[config.mk]
export PLATFORM = sky130hd
export DESIGN_NAME = clock_prescale_sleep_ctrl
export DESIGN_NICKNAME = d
export VERILOG_FILES = /design/src/glitch_free_divider.v /design/src/wake_halt_counter.v /design/src/clock_prescale_sleep_ctrl.v
export VERILOG_INCLUDE_DIRS = /design/src
export SDC_FILE = /design/constraint.sdc
export NUM_CORES = 1
export LEC_CHECK = 0
export BUFFER_PORTS_ARGS = -buffer_cell sky130_fd_sc_hd__buf_2
export CORE_UTILIZATION = 49
export DETAILED_ROUTE_END_ITERATION = 8
export PLACE_DENSITY_LB_ADDON = 0.1
export SYNTH_ARGS = -nofsm -noshare
export SYNTH_HDL_FRONTEND = slang
export SYNTH_SLANG_ARGS = --single-unit
[constraint.sdc]
create_clock -name CLK_I -period 2.7 [get_ports CLK_I]
set_clock_uncertainty 0.05 [all_clocks]
set_input_delay 0 -clock CLK_I [delete_from_list [all_inputs] [get_ports CLK_I]]
set_output_delay 0 -clock CLK_I [all_outputs]
set_load 0.1 [all_outputs]
[src/clock_sleep_map.vh]
// register map, field positions, reset values and timing counts of the clock and sleep controller
`ifndef CLOCK_SLEEP_MAP_VH
`define CLOCK_SLEEP_MAP_VH

`define ADDR_W               4
`define CLOCK_DIVIDE_CONTROL 4'h0
`define SLEEP_CONTROL        4'h1
`define PCE_BIT              7
`define SLEEP_EN_BIT         0
`define SMODE_HI             3
`define SMODE_LO             1
`define PSEL_RESET_FAST      4'h0
`define PSEL_RESET_DIV8      4'h3
`define PSEL_MAX             4'h8
`define PCE_WINDOW           3'h4
`define WAKE_HALT            3'h4
`define SMODE_IDLE           3'h0
`define SMODE_ADC_NR         3'h1
`define SMODE_PDOWN          3'h2
`define SMODE_PSAVE          3'h3
`define SMODE_STANDBY        3'h6

`endif

[src/glitch_free_divider.v]
// power-of-two clock-enable divider that only switches factor at a common boundary
`timescale 1ns/100ps
module glitch_free_divider (
  // clock and reset
  input  wire       CLK_I,
  input  wire       RESET_N_I,
  // control
  input  wire [3:0] SEL_I,
  // output enable pulse and divided clock level
  output wire       TICK_O,
  output reg        CLK_LEVEL_O
);

  reg  [7:0] count_reg;
  reg  [3:0] active_sel_reg;
  wire [7:0] next_count;

  // bit of the running count that gives the half period of the divided clock
  function [2:0] half_bit;
    input [3:0] sel;
    begin
      half_bit = sel[2:0] - 3'h1;
      if (sel[3])
        half_bit = 3'h7;
    end
  endfunction

  function [7:0] sel_mask;
    input [3:0] sel;
    begin
      sel_mask = (8'h01 << sel[2:0]) - 8'h01;
      if (sel[3])
        sel_mask = 8'hff;
    end
  endfunction

  assign next_count = count_reg + 8'h01;
  assign TICK_O     = ((count_reg & sel_mask(active_sel_reg)) == sel_mask(active_sel_reg));

  // new factor only taken when both old and new periods end, so no short pulse appears
  always @(posedge CLK_I or negedge RESET_N_I) begin
    if (!RESET_N_I) begin
      count_reg      <= 8'h00;
      active_sel_reg <= 4'h0;
      CLK_LEVEL_O    <= 1'b0;
    end else begin
      count_reg <= next_count;
      if (TICK_O && ((count_reg & sel_mask(SEL_I)) == sel_mask(SEL_I))) begin
        active_sel_reg <= SEL_I;
        count_reg      <= 8'h00;
      end
      if (active_sel_reg == 4'h0)
        CLK_LEVEL_O <= ~CLK_LEVEL_O;
      else
        CLK_LEVEL_O <= count_reg[half_bit(active_sel_reg)];
    end
  end

endmodule // glitch_free_divider

[src/wake_halt_counter.v]
// counts the stall cycles after a wake-up before the core is released
`include "clock_sleep_map.vh"
`timescale 1ns/100ps
module wake_halt_counter (
  // clock and reset
  input  wire       CLK_I,
  input  wire       RESET_N_I,
  // control
  input  wire       START_I,
  input  wire [7:0] EXTRA_I,
  // status
  output wire       BUSY_O,
  output wire       DONE_O
);

  reg [8:0] left_reg;

  assign BUSY_O = (left_reg != 9'h000);
  assign DONE_O = (left_reg == 9'h001);

  always @(posedge CLK_I or negedge RESET_N_I) begin
    if (!RESET_N_I)
      left_reg <= 9'h000;
    else if (START_I)
      left_reg <= {1'b0, EXTRA_I} + {6'h00, `WAKE_HALT};
    else if (left_reg != 9'h000)
      left_reg <= left_reg - 9'h001;
  end

endmodule // wake_halt_counter

[src/clock_prescale_sleep_ctrl.v]
// system clock prescaler, clock output, timer oscillator pin sharing and sleep control
`include "clock_sleep_map.vh"
`timescale 1ns/100ps
//////////////////////////////////////////////////////////////////////////////
// Function
// - fuse drives clock pin, also in reset
// - clock pin carries the prescaled clock, half of it at select zero
// - port G lines free only without oscillator
// - external clock frees only oscillator output line
// - prescaler divides io, adc, cpu, flash
// - select written only while change enable set
// - change enable set only with others zero
// - change enable clears after four cycles
// - select codes are powers of two
// - reset select from divide-by-eight fuse
// - any select up to eight accepted after reset
// - sleep needs enable bit and instruction
// - sleep mode field codes in bits 3..1
// - wake stalls four plus start-up cycles
// - register file and sram preserved
// - reset during sleep goes to vector
// - idle gates only cpu and flash
// - idle with adc on starts conversion
module clock_prescale_sleep_ctrl (
  // clock and reset
  input  wire                CLK_I,
  input  wire                RESET_N_I,
  // register port
  input  wire [`ADDR_W-1:0]  ADDR_I,
  input  wire [7:0]          WDATA_I,
  input  wire                WR_I,
  input  wire                RD_I,
  output reg  [7:0]          RDATA_O,
  // fuses
  input  wire                CLOCK_OUT_FUSE_I,
  input  wire                DIVIDE_BY_EIGHT_FUSE_I,
  // core and system events
  input  wire                SLEEP_INSTR_I,
  input  wire                WAKE_IRQ_I,
  input  wire [7:0]          STARTUP_CYCLES_I,
  input  wire                ADC_ENABLED_I,
  // asynchronous timer settings
  input  wire                TIMER_OSC_ENABLE_I,
  input  wire                ASYNC_EXTERNAL_CLOCK_SELECT_I,
  // port G line four and three, from the port logic
  input  wire                PORT_G_FOUR_OUT_I,
  input  wire                PORT_G_FOUR_OE_I,
  input  wire                PORT_G_THREE_OUT_I,
  input  wire                PORT_G_THREE_OE_I,
  // clock output pin, from the port logic
  input  wire                CLOCK_PIN_PORT_OUT_I,
  input  wire                CLOCK_PIN_PORT_OE_I,
  // clock enables per domain
  output wire                CPU_CLK_EN_O,
  output wire                FLASH_CLK_EN_O,
  output wire                IO_CLK_EN_O,
  output wire                ADC_CLK_EN_O,
  // sleep status
  output reg                 SLEEPING_O,
  output reg  [2:0]          SLEEP_MODE_O,
  output wire                CORE_HALT_O,
  output reg                 ADC_START_O,
  // pins
  output wire                TIMER_OSC_IN_PIN_OUT_O,
  output wire                TIMER_OSC_IN_PIN_OE_O,
  output wire                TIMER_OSC_OUT_PIN_OUT_O,
  output wire                TIMER_OSC_OUT_PIN_OE_O,
  output wire                CLOCK_OUTPUT_PIN_OUT_O,
  output wire                CLOCK_OUTPUT_PIN_OE_O
);

  //////////////////////////////////////////////////////////////////////////////
  // state
  localparam RUN   = 2'h0;
  localparam SLEEP = 2'h1;
  localparam WAKE  = 2'h2;

  reg  [3:0] prescale_select_reg;
  reg        prescale_change_enable_reg;
  reg  [2:0] pce_count_reg;
  reg        sleep_enable_bit_reg;
  reg  [2:0] sleep_mode_select_reg;
  reg  [1:0] state_reg;
  reg        fuse_loaded_reg;

  wire       tick;
  wire       div_level;
  wire       halt_busy;
  wire       halt_done;
  wire       wr_div;
  wire       wr_sleep;
  wire       idle_sleep;

  function valid_mode;
    input [2:0] mode;
    begin
      valid_mode = (mode == `SMODE_IDLE) || (mode == `SMODE_ADC_NR) || (mode == `SMODE_PDOWN) ||
                   (mode == `SMODE_PSAVE) || (mode == `SMODE_STANDBY);
    end
  endfunction

  //////////////////////////////////////////////////////////////////////////////
  // address decode
  assign wr_div   = WR_I && (ADDR_I == `CLOCK_DIVIDE_CONTROL);
  assign wr_sleep = WR_I && (ADDR_I == `SLEEP_CONTROL);

  //////////////////////////////////////////////////////////////////////////////
  // prescaler register
  always @(posedge CLK_I or negedge RESET_N_I) begin
    if (!RESET_N_I) begin
      prescale_select_reg        <= `PSEL_RESET_FAST;
      prescale_change_enable_reg <= 1'b0;
      pce_count_reg              <= 3'h0;
      fuse_loaded_reg            <= 1'b0;
    end else begin
      // fuse sampled on the first edge after release, a constant is held in reset
      if (!fuse_loaded_reg) begin
        fuse_loaded_reg     <= 1'b1;
        prescale_select_reg <= DIVIDE_BY_EIGHT_FUSE_I ? `PSEL_RESET_DIV8 : `PSEL_RESET_FAST;
      end
      if (prescale_change_enable_reg) begin
        pce_count_reg <= pce_count_reg - 3'h1;
        if (pce_count_reg == 3'h1)
          prescale_change_enable_reg <= 1'b0;
      end
      if (wr_div) begin
        if (WDATA_I == 8'h80) begin
          if (!prescale_change_enable_reg) begin
            prescale_change_enable_reg <= 1'b1;
            pce_count_reg              <= `PCE_WINDOW;
          end
        end else if (prescale_change_enable_reg && !WDATA_I[`PCE_BIT]) begin
          // reserved codes are refused, the old factor stays
          if (WDATA_I[3:0] <= `PSEL_MAX)
            prescale_select_reg <= WDATA_I[3:0];
          prescale_change_enable_reg <= 1'b0;
          pce_count_reg              <= 3'h0;
        end
      end
    end
  end

  //////////////////////////////////////////////////////////////////////////////
  // sleep control register
  always @(posedge CLK_I or negedge RESET_N_I) begin
    if (!RESET_N_I) begin
      sleep_enable_bit_reg  <= 1'b0;
      sleep_mode_select_reg <= `SMODE_IDLE;
    end else if (wr_sleep) begin
      sleep_enable_bit_reg  <= WDATA_I[`SLEEP_EN_BIT];
      sleep_mode_select_reg <= WDATA_I[`SMODE_HI:`SMODE_LO];
    end
  end

  //////////////////////////////////////////////////////////////////////////////
  // read port, data one cycle after the strobe
  always @(posedge CLK_I or negedge RESET_N_I) begin
    if (!RESET_N_I)
      RDATA_O <= 8'h00;
    else if (RD_I) begin
      if (ADDR_I == `CLOCK_DIVIDE_CONTROL)
        RDATA_O <= {prescale_change_enable_reg, 3'h0, prescale_select_reg};
      else if (ADDR_I == `SLEEP_CONTROL)
        RDATA_O <= {4'h0, sleep_mode_select_reg, sleep_enable_bit_reg};
      else
        RDATA_O <= 8'h00;
    end else
      RDATA_O <= 8'h00;
  end

  //////////////////////////////////////////////////////////////////////////////
  // divider and wake stall
  glitch_free_divider u_div (
    .CLK_I       (CLK_I),
    .RESET_N_I   (RESET_N_I),
    .SEL_I       (prescale_select_reg),
    .TICK_O      (tick),
    .CLK_LEVEL_O (div_level)
  );

  wake_halt_counter u_halt (
    .CLK_I     (CLK_I),
    .RESET_N_I (RESET_N_I),
    .START_I   ((state_reg == SLEEP) && WAKE_IRQ_I),
    .EXTRA_I   (STARTUP_CYCLES_I),
    .BUSY_O    (halt_busy),
    .DONE_O    (halt_done)
  );

  //////////////////////////////////////////////////////////////////////////////
  // sleep state machine; asynchronous reset returns to run, core restarts at vector
  always @(posedge CLK_I or negedge RESET_N_I) begin
    if (!RESET_N_I) begin
      state_reg    <= RUN;
      SLEEPING_O   <= 1'b0;
      SLEEP_MODE_O <= `SMODE_IDLE;
      ADC_START_O  <= 1'b0;
    end else begin
      ADC_START_O <= 1'b0;
      case (state_reg)
        RUN: begin
          if (SLEEP_INSTR_I && sleep_enable_bit_reg && valid_mode(sleep_mode_select_reg)) begin
            state_reg    <= SLEEP;
            SLEEPING_O   <= 1'b1;
            SLEEP_MODE_O <= sleep_mode_select_reg;
            ADC_START_O  <= ADC_ENABLED_I && ((sleep_mode_select_reg == `SMODE_IDLE) ||
                            (sleep_mode_select_reg == `SMODE_ADC_NR));
          end
        end
        SLEEP: begin
          if (WAKE_IRQ_I) begin
            state_reg  <= WAKE;
            SLEEPING_O <= 1'b0;
          end
        end
        WAKE: begin
          if (halt_done)
            state_reg <= RUN;
        end
        default: state_reg <= RUN;
      endcase
    end
  end

  //////////////////////////////////////////////////////////////////////////////
  // clock enables; only gating, nothing is cleared, so core memories keep their data
  assign idle_sleep     = (state_reg == SLEEP);
  assign CORE_HALT_O    = (state_reg != RUN) || halt_busy;
  assign CPU_CLK_EN_O   = tick && !CORE_HALT_O;
  assign FLASH_CLK_EN_O = tick && !CORE_HALT_O;
  assign IO_CLK_EN_O    = tick && !(idle_sleep && (SLEEP_MODE_O != `SMODE_IDLE));
  assign ADC_CLK_EN_O   = tick && !(idle_sleep && (SLEEP_MODE_O != `SMODE_IDLE) &&
                          (SLEEP_MODE_O != `SMODE_ADC_NR));

  //////////////////////////////////////////////////////////////////////////////
  // pins
  assign CLOCK_OUTPUT_PIN_OUT_O  = CLOCK_OUT_FUSE_I ? div_level : CLOCK_PIN_PORT_OUT_I;
  assign CLOCK_OUTPUT_PIN_OE_O   = CLOCK_OUT_FUSE_I | CLOCK_PIN_PORT_OE_I;
  // oscillator in pin is lost also for external clock; out pin only for the crystal
  assign TIMER_OSC_IN_PIN_OUT_O  = PORT_G_FOUR_OUT_I;
  assign TIMER_OSC_IN_PIN_OE_O   = PORT_G_FOUR_OE_I && !TIMER_OSC_ENABLE_I &&
                                   !ASYNC_EXTERNAL_CLOCK_SELECT_I;
  assign TIMER_OSC_OUT_PIN_OUT_O = PORT_G_THREE_OUT_I;
  assign TIMER_OSC_OUT_PIN_OE_O  = PORT_G_THREE_OE_I && (!TIMER_OSC_ENABLE_I ||
                                   ASYNC_EXTERNAL_CLOCK_SELECT_I);

endmodule // clock_prescale_sleep_ctrl

==> impl_results.md, run 1 <==
- Status: finished, violations left
- Failing checks: setup timing
- Cell variety after synth: 46
- Worst Path Required: 2860 ps
- Die Area: 5958 µm²
- Non-Filler Instances: 463
- Mapped Area: 2770 µm²
- Nets: 441
- Row cnt: 27
- Post-Route WL: 6589 µm
- Max Fclk: 0.3568 GHz
- DP Worst Slack: -11.36 ps
- Clock root buffer: clkbuf_8
- Switch share: 46.13%
- CTS max path bufs: 2
- Crit. End Element: flop
- GR Overflow Total: 0
- Tmin final: 2802 ps
- R2R Path Start: u_div.active_sel_reg[1]$_DFFE_PN0P_
- CP Launch Type: flop
- Hold Startpoint: STARTUP_CYCLES_I[3]
- Worst-path clk slew: 90 ps
- Die height: 77.19 µm
- Core area: 5473 µm²
- Share of the clock period used by the worst path: 103.8%
- Crit path DAT: 2960 ps
- Initial Util: 50.62%
- Setup TNS Final: -1119 ps
- N_diodes: 0
- Clock Power Share: 10.3%
- Critical Path Slowest Stage Cell: or4_4
- Mean Syn Cell Area: 9.327 µm²
- CTS tree: built
- Flops & latches, synth: 47
- Crit Path Class: reg2reg
- Number of cells after detailed placement: 421
- Worst-margin pin slew: 974.6 ps
- Unrepaired setup endpoints after global routing: yes
- Largest net degree at the start of global routing: 26
- First-pass GRT wire length: 11140 µm
- Drt first-iter violations: 118
- Largest family of logic cells by synthesized area: simple AND/OR/NAND/NOR gates
- First-pass detailed-route iteration total: 4
- Port Buf Inserts: 53
- Post-route ant nets: 0
- Synth Area in Adders: 5.872%
- Synth Instances: 297
- Ys flop type: dfrtp_1
- Area growth syn-to-layout: 34.69%
- CP max stage delay: 540 ps
- # IOs: 61
- Max_slew headroom: 34.81%
- Max_cap viols: 0
- Crit-path cells: inv_2 -> ha_4 -> nand2b_1 -> ha_4 -> nor3b_4 -> xnor2_1 -> o221ai_2 -> or4_4 -> buf_4 -> nor2_4 -> buf_6 -> mux2i_1
- Number of global-route vias before repair: 2414
- # H-tree levels: 2
- PwrDens: 1047 nW/µm²
- DP HPWL: 4649 µm
- Post-synthesis xor/xnor area fraction: 5.375%
- Ys async rst share: 100.0%
- Hold WC Path Type: in2reg
- Clock Latency Late Sink: 290 ps
- Initial antenna violation count: 0
- GPL Wtd Cong: 0.8315
- Vias per cell: 5.384
- Worst VDD drop: 0.0009518 V
- Fin Hold WS: 19.54 ps
- Setup WS post-layout: -102.3 ps
- Final setup violation count: 15
- Total Routing Usage GR: 23.60%
- Synth warnings: 0
- Synth Area in Simple Gates: 19.69%
- Num CTS Buffers: 5
- Leakage dissipation: 0.001723 µW
- Pint: 2104 µW
- CP dominant cell by count: ha_4
- Synth Area in Compound Gates: 13.50%
- Flip-flop count of the largest register after layout: 9
- Sequential Power Share: 29.2%
- Via count: 2493
- Number of synthesized flops with an enable pin: 0
- Final Max Tran Viols: 0
- Total number of clock tree sinks: 47
- Die Span X: 77.19 µm
- Layout cells sized above 1: 29.67%
- WL per Instance: 14.23 µm
- DRC: 0
- Final Hold Vio Count: 0
- Multiplexer share of the synthesized area: 7.136%
- Net switching power: 1802 µW
- Post-synthesis sequential area ratio: 42.46%
- Combinational Power Share: 60.5%
- Critical Path Start: u_div.active_sel_reg[1]$_DFFE_PN0P_
- Max Fanout on Critical Path: 5
[per-layer routing]
metal	global-route usage (%)	vias up	wire length, µm
met1	31.13	1207	2894
met5	0	-	0
li1	-	1209	-
met2	39.73	68	3327
met3	4.048	9	277
met4	6.415	0	89
[final cells by class]
class / instances / area (µm²)
Tap cell: 72 / 90.09
Inverter: 19 / 73.82
Timing Repair Buffer: 98 / 737.0
Sequential cell: 47 / 1177
Multi-Input combinational cell: 220 / 1573
Fill cell: 441 / 1742
Clock buffer: 6 / 72.57
Clock inverter: 1 / 7.507
[power by group through the flow]
stage | Sequential [µW] | Combinational (µW) | Clock [µW]
3_3_place_gp | 1130 | 1930 | 0
6_report | 1140 | 2360 | 402
3_5_place_dp | 1140 | 1970 | 0
5_1_grt | 1170 | 2540 | 445
2_1_floorplan | 1290 | 1350 | 0
4_1_cts | 1130 | 2240 | 415
[cells in the final DEF (no fill, tap or decap), drive strengths merged, types with 2 or more instances in the layout]
cell and n:
o311ai 2, nand3 10, nand2 23, nand2b 5, mux2i 7, a221oi 3, inv 19, xor2 9
conb 4, nor2b 7, or2 2, and3 3, clkbuf 6, o21ai 13, buf 78, nor4b 2
a21oi 14, ha 13, xnor2 8, nor3 8, o31ai 4, nor2 43, a311oi 2, or3 2
dfrtp 47, nor3b 2, mux2 9, or4 3, o221ai 4, o211ai 2, nand4 2, dlygate4sd3 20
a31oi 6
[synthesized netlist by cell type (2+ instances only)]
master	number	area, µm²
clkbuf_1	5	18.77
o221ai_1	3	26.28
nor2_1	42	157.7
and3_1	3	18.77
o31ai_1	4	30.03
nand4_1	2	12.51
a311oi_1	2	17.52
o21ai_0	13	65.06
buf_6	2	22.52
xnor2_1	8	70.07
nor4b_1	2	17.52
nor2b_1	7	43.79
nand3_1	10	50.05
dfrtp_1	47	1176
inv_1	19	71.32
mux2i_1	7	70.07
a21oi_1	14	70.07
nand2_1	23	86.33
or4_1	2	15.01
mux2_2	8	90.09
ha_1	13	162.7
nor3b_1	2	15.01
conb_1	2	7.510
xor2_1	9	78.83
a31oi_1	6	37.54
buf_4	6	45.04
or3_1	2	12.51
nor3_1	8	40.04
o211ai_1	2	15.01
or2_2	2	12.51
nand2b_1	5	31.28
a221oi_1	3	26.28
[worst max-delay path: cells and delay by family, from the launching register on]
| kind | cells | cell delay (ps) |
|---|---|---|
| xor+xnor | 1 | 210 |
| fa+ha+maj | 2 | 340 |
| buf+inv | 3 | 430 |
| flops | 1 | 400 |
| simple gates | 4 | 960 |
| mux | 1 | 200 |
| compound gates | 1 | 130 |
[cells by family (layout without fill, tap and decap cells)]
group | after synthesis | after routing
adder cells (fa/ha/maj) | 13 | 13
multiplexers | 17 | 17
AND/OR/NAND/NOR | 113 | 113
buffers and inverters | 32 | 124
flip-flops | 47 | 47
XOR/XNOR | 17 | 17
other | 2 | 4
AO/OA/AOI/OAI | 56 | 56
[what timing repair did]
action,CTS,global route
setup endpoints to repair,7,16
pin swaps,9,9
gates resized for setup,10,7
setup buffers,12,3
hold buffers,20,0
hold endpoints to repair,47,0
[per-stage QoR]
| stage | power [µW] | cell area (µm²) | util [%] |
|---|---|---|---|
| floorplan | 2639 | 2848 | - |
| global placement | 3067 | 3239 | 59.19 |
| detailed placement | 3108 | 3239 | 59.19 |
| CTS | 3789 | 3671 | 67.08 |
| global route | 4158 | 3731 | 68.18 |
| finish | 3905 | 3731 | 68.18 |
[worst paths after layout]
check,cells past startpoint,slack [ps],end
setup reg to reg,12,-100,u_div.active_sel_reg[0]$_DFFE_PN0P_
min in group asynchronous,2,160,u_halt.left_reg[5]$_DFFE_PN0P_
hold reg to reg,2,420,SLEEPING_O$_DFFE_PN0P_
setup / recovery,12,-100,u_div.active_sel_reg[0]$_DFFE_PN0P_
max in group asynchronous,3,1730,pce_count_reg[0]$_DFF_PN0_
hold / removal,3,20,u_halt.left_reg[3]$_DFFE_PN0P_
(Power assumes the default switching activity.)
==> run 2: changes to the inputs <==
--- a/config.mk
+++ b/config.mk
@@ -9,6 +9,7 @@
 export BUFFER_PORTS_ARGS = -buffer_cell sky130_fd_sc_hd__buf_2
 export CORE_UTILIZATION = 49
 export DETAILED_ROUTE_END_ITERATION = 8
+export MAX_ROUTING_LAYER = met4
 export PLACE_DENSITY_LB_ADDON = 0.1
 export SYNTH_ARGS = -nofsm -noshare
 export SYNTH_HDL_FRONTEND = slang
==> impl_results.md, run 2 (synthesis results as in run 1) <==
- Setup WS post-layout: -65.54 ps (was -102.3 ps)
- Largest net degree at the start of global routing: 26 (unchanged)
- CP Launch Type: flop (unchanged)
- Leakage dissipation: 0.001713 µW (was 0.001723 µW)
- Status: finished, violations left (unchanged)
- Tmin final: 2766 ps (was 2802 ps)
- Post-Route WL: 6455 µm (was 6589 µm)
- CTS tree: built (unchanged)
- Initial Util: 50.62% (unchanged)
- GR Overflow Total: 0 (unchanged)
- Die height: 77.19 µm (unchanged)
- Commonest non-fill, non-tap cell in the layout: buf_2 (unchanged)
- FF-to-FF path depth: 11 (was 12)
- Unrepaired setup endpoints after global routing: yes (unchanged)
- DP HPWL: 4649 µm (unchanged)
- # H-tree levels: 2 (unchanged)
- Area growth syn-to-layout: 34.15% (was 34.69%)
- Layout cells sized above 1: 29.31% (was 29.67%)
- Max Fclk: 0.3616 GHz (was 0.3568 GHz)
- Worst hold path depth: 3 (unchanged)
- DRC: 0 (unchanged)
- WL per Instance: 14.00 µm (was 14.23 µm)
- Most frequent cells in the layout: 49 x buf_2, 46 x dfrtp_1, 40 x nor2_1 (unchanged)
- Total number of clock tree sinks: 47 (unchanged)
- Die Area: 5958 µm² (unchanged)
- Core area: 5473 µm² (unchanged)
- Share of the clock period used by the worst path: 102.4% (was 103.8%)
- First-pass GRT wire length: 11140 µm (about the same)
- GPL Wtd Cong: 0.8443 (was 0.8315)
- Worst-margin pin slew: 974.6 ps (unchanged)
- Hold WC Path Type: in2reg (unchanged)
- Number of global-route vias before repair: 2415 (was 2414)
- Crit path DAT: 2930 ps (was 2960 ps)
- # IOs: 61 (unchanged)
- Clock root buffer: clkbuf_8 (unchanged)
- Worst-path clk slew: 90 ps (about the same)
- Final Max Tran Viols: 0 (unchanged)
- Flip-flop count of the largest register after layout: 9 (unchanged)
- N_diodes: 0 (unchanged)
- Vias per cell: 5.330 (was 5.384)
- Die Span X: 77.19 µm (unchanged)
- Fin Hold WS: 16.85 ps (was 19.54 ps)
- Nets: 439 (was 441)
- Total Routing Usage GR: 24.25% (was 23.60%)
- Worst VDD drop: 0.0009500 V (was 0.0009518 V)
- Drt first-iter violations: 73 (was 118)
- Failing checks: setup timing (unchanged)
- PwrDens: 1042 nW/µm² (was 1047 nW/µm²)
- Via count: 2457 (was 2493)
- Num CTS Buffers: 5 (unchanged)
- Crit Path Class: reg2reg (unchanged)
- Row cnt: 27 (unchanged)
- Worst Path Required: 2860 ps (about the same)
- Final Hold Vio Count: 0 (unchanged)
- Max Fanout on Critical Path: 7 (was 5)
- Port Buf Inserts: 53 (unchanged)
- Final setup violation count: 13 (was 15)
- Setup TNS Final: -563.9 ps (was -1119 ps)
- CTS max path bufs: 2 (unchanged)
- Max_cap viols: 0 (unchanged)
- Crit. End Element: flop (unchanged)
- First-pass detailed-route iteration total: 4 (unchanged)
- Max_slew headroom: 34.81% (unchanged)
- Clock Latency Late Sink: 290 ps (about the same)
- Initial antenna violation count: 0 (unchanged)
- Post-route ant nets: 0 (unchanged)
## run 2: critical path: stages (launching register included)
cell	delay (ps)
dfrtp_1	390
buf_4	130
buf_4	140
ha_4	190
o311ai_4	270
a31o_1	190
o221ai_2	90
or4_4	540
buf_4	160
nor2_4	180
buf_6	150
mux2i_1	200
## run 2: metrics by stage
step	instances	setup slack [ps]	total power (µW)	util (%)	instance area (µm²)
3_3_place_gp	421	62.40	3067	59.19	3239
4_1_cts	460	-131.7	3789	67.08	3671
5_1_grt	461	-151.5	4132	67.90	3716
6_report	461	-65.54	3872	67.90	3716
2_1_floorplan	299	-200.8	2639	-	2848
3_5_place_dp	421	-11.36	3108	59.19	3239
## run 2: power breakdown
part | internal (µW) | switching [µW] | leakage, µW
Sequential | 900 | 245 | 0.000590
Combinational | 1010 | 1320 | 0.00109
Clock | 178 | 223 | 0.0000373
Total | 2090 | 1790 | 0.00171
## run 2: cell type report
type	count	area [µm²]
Clock buffer	6	72.57
Clock inverter	1	7.507
Fill cell	441	1757
Inverter	19	73.82
Multi-Input combinational cell	220	1573
Sequential cell	47	1177
Tap cell	72	90.09
Timing Repair Buffer	96	721.9
## run 2: final timing paths
check | from | slack (ps) | to
max in group asynchronous | RESET_N_I | 1730 | sleep_mode_select_reg[0]$_DFFE_PN0P_
max reg2reg | u_div.active_sel_reg[1]$_DFFE_PN0P_ | -70 | u_div.active_sel_reg[0]$_DFFE_PN0P_
min | STARTUP_CYCLES_I[3] | 20 | u_halt.left_reg[3]$_DFFE_PN0P_
min in group asynchronous | RESET_N_I | 150 | u_halt.left_reg[5]$_DFFE_PN0P_
min reg2reg | SLEEPING_O$_DFFE_PN0P_ | 420 | SLEEPING_O$_DFFE_PN0P_
max | u_div.active_sel_reg[1]$_DFFE_PN0P_ | -70 | u_div.active_sel_reg[0]$_DFFE_PN0P_
## run 2: what timing repair did
action	CTS	global route
hold buffers	20	0
resized for setup	10	7
setup buffers	12	1
endpoints found under the setup margin	7	16
endpoints found under the hold margin	47	0
pin swaps	9	9
## run 2: per-layer routing
metal / routed length, µm / GRT usage [%] / vias to the layer above
met5: 0 / - / -
met4: 92 / 6.415 / 0
met3: 287 / 4.048 / 9
met2: 3208 / 39.73 / 65
met1: 2867 / 31.05 / 1175
li1: - / - / 1208
==> run 3: changes to the inputs <==
--- a/config.mk
+++ b/config.mk
@@ -11,6 +11,7 @@
 export DETAILED_ROUTE_END_ITERATION = 8
 export MAX_ROUTING_LAYER = met4
 export PLACE_DENSITY_LB_ADDON = 0.1
+export REMOVE_ABC_BUFFERS = 1
 export SYNTH_ARGS = -nofsm -noshare
 export SYNTH_HDL_FRONTEND = slang
 export SYNTH_SLANG_ARGS = --single-unit
==> impl_results.md, run 3 (synthesis results as in run 1) <==
- Max_slew headroom: 34.28% (was 34.81%)
- CTS tree: built (unchanged)
- Max_cap viols: 0 (unchanged)
- DP HPWL: 4482 µm (was 4649 µm)
- Share of the clock period used by the worst path: 102.6% (was 102.4%)
- # IOs: 61 (unchanged)
- Number of cells after detailed placement: 427 (was 421)
- WL per Instance: 13.92 µm (was 14.00 µm)
- Core area: 5473 µm² (unchanged)
- Die Span X: 77.19 µm (unchanged)
- Die Area: 5958 µm² (unchanged)
- PwrDens: 1040 nW/µm² (was 1042 nW/µm²)
- Commonest non-fill, non-tap cell in the layout: buf_2 (unchanged)
- Num CTS Buffers: 5 (unchanged)
- GR Overflow Total: 0 (unchanged)
- Setup TNS Final: -260.6 ps (was -563.9 ps)
- Fin Hold WS: 8.340 ps (was 16.85 ps)
- Initial Util: 50.62% (unchanged)
- Setup WS post-layout: -71.11 ps (was -65.54 ps)
- First-pass GRT wire length: 10850 µm (was 11140 µm)
- Worst hold path depth: 4 (was 3)
- Port Buf Inserts: 53 (unchanged)
- Row cnt: 27 (unchanged)
- Clock root buffer: clkbuf_8 (unchanged)
- Max Fanout on Critical Path: 8 (was 7)
- Non-Filler Instances: 463 (was 461)
- Largest net degree at the start of global routing: 29 (was 26)
- GPL Wtd Cong: 0.8683 (was 0.8443)
- Final Hold Vio Count: 0 (unchanged)
- Flip-flop count of the largest register after layout: 9 (unchanged)
- Area growth syn-to-layout: 35.91% (was 34.15%)
- N_diodes: 0 (unchanged)
- Layout cells sized above 1: 30.43% (was 29.31%)
- Most frequent cells in the layout: 49 x buf_2, 46 x dfrtp_1, 39 x nor2_1 (was 49 x buf_2, 46 x dfrtp_1, 40 x nor2_1)
- Crit path DAT: 2720 ps (was 2930 ps)
- Nets: 440 (was 439)
- Worst Path Required: 2650 ps (was 2860 ps)
- Die height: 77.19 µm (unchanged)
- Total Routing Usage GR: 23.79% (was 24.25%)
- First-pass detailed-route iteration total: 6 (was 4)
- R2r setup slk: -20 ps (was -70 ps)
- Tmin final: 2771 ps (was 2766 ps)
- Post-route ant nets: 0 (unchanged)
- Crit. End Element: output port (was flop)
- # H-tree levels: 2 (unchanged)
- Initial antenna violation count: 0 (unchanged)
- Clock Latency Late Sink: 310 ps (was 290 ps)
- Failing checks: setup timing (unchanged)
- Drt first-iter violations: 79 (was 73)
- Unrepaired setup endpoints after global routing: yes (unchanged)
- Via count: 2383 (was 2457)
- Status: finished, violations left (unchanged)
- CP Launch Type: flop (unchanged)
- Worst VDD drop: 0.0006913 V (was 0.0009500 V)
- Final setup violation count: 5 (was 13)
- CTS max path bufs: 2 (unchanged)
- Max Fclk: 0.3609 GHz (was 0.3616 GHz)
- Post-Route WL: 6446 µm (was 6455 µm)
- Final Max Tran Viols: 0 (unchanged)
- Vias per cell: 5.147 (was 5.330)
- Number of global-route vias before repair: 2380 (was 2415)
- Worst-path clk slew: 90 ps (about the same)
- Crit Path Class: reg2out (was reg2reg)
- DRC: 0 (unchanged)
- Leakage dissipation: 0.001730 µW (was 0.001713 µW)
- Hold WC Path Type: in2reg (unchanged)
- Worst-margin pin slew: 982.6 ps (was 974.6 ps)
- FF-to-FF path depth: 10 (was 11)
- Total number of clock tree sinks: 47 (unchanged)
[run 3: what timing repair did]
| item | CTS | global route |
|---|---|---|
| gates resized for setup | 20 | 18 |
| buffers inserted | 5 | 1 |
| setup endpoints to repair | 8 | 16 |
| hold buffers | 22 | 0 |
| hold endpoints to repair | 51 | 0 |
| pin swaps | 8 | 6 |
[run 3: worst paths after layout]
kind	from	to
setup / recovery	u_div.active_sel_reg[0]$_DFFE_PN0P_	CPU_CLK_EN_O
hold / removal	ADDR_I[2]	RDATA_O[3]$_DFF_PN0_
setup reg to reg	u_div.active_sel_reg[0]$_DFFE_PN0P_	u_div.active_sel_reg[3]$_DFFE_PN0P_
hold reg to reg	SLEEPING_O$_DFFE_PN0P_	SLEEPING_O$_DFFE_PN0P_
max in group asynchronous	RESET_N_I	u_div.active_sel_reg[0]$_DFFE_PN0P_
min in group asynchronous	RESET_N_I	SLEEPING_O$_DFFE_PN0P_
[run 3: cell type report]
cell class,instances,area [µm²]
Timing Repair Buffer,97,737.0
Clock buffer,6,72.57
Fill cell,433,1708
Clock inverter,2,16.27
Tap cell,72,90.09
Inverter,19,71.32
Sequential cell,47,1177
Multi-Input combinational cell,220,1600
[run 3: critical path, stage by stage, from the launching register on]
cell and delay [ps]:
dfrtp_2 420, inv_2 70, ha_4 180, buf_8 140
o311ai_4 250, a31o_1 230, o221ai_2 100, or4_4 530
buf_6 150, nor2_4 70, buf_6 120, buf_12 160
[run 3: routing by layer]
metal / share of wire (%) / GRT usage, %
met2: 49 / 40.88
met1: 46 / 28.41
met4: 1.6 / 6.792
met3: 3.0 / 4.286
met5: 0 / -
[run 3: stage by stage]
step	area [µm²]	util, %	worst slack, ps	power, µW
2_1_floorplan	2691	-	-2125	2491
3_3_place_gp	3227	58.96	22.35	3022
3_5_place_dp	3227	58.96	-28.04	3059
4_1_cts	3666	66.99	-106.1	3764
5_1_grt	3765	68.79	-156.7	4176
6_report	3765	68.79	-71.11	3917
[run 3: power breakdown]
| part | internal [µW] | switching, µW | total (µW) |
|---|---|---|---|
| clock | 186 | 251 | 437 |
| combinational | 1040 | 1310 | 2360 |
| sequential | 900 | 224 | 1120 |
| total | 2130 | 1790 | 3920 |
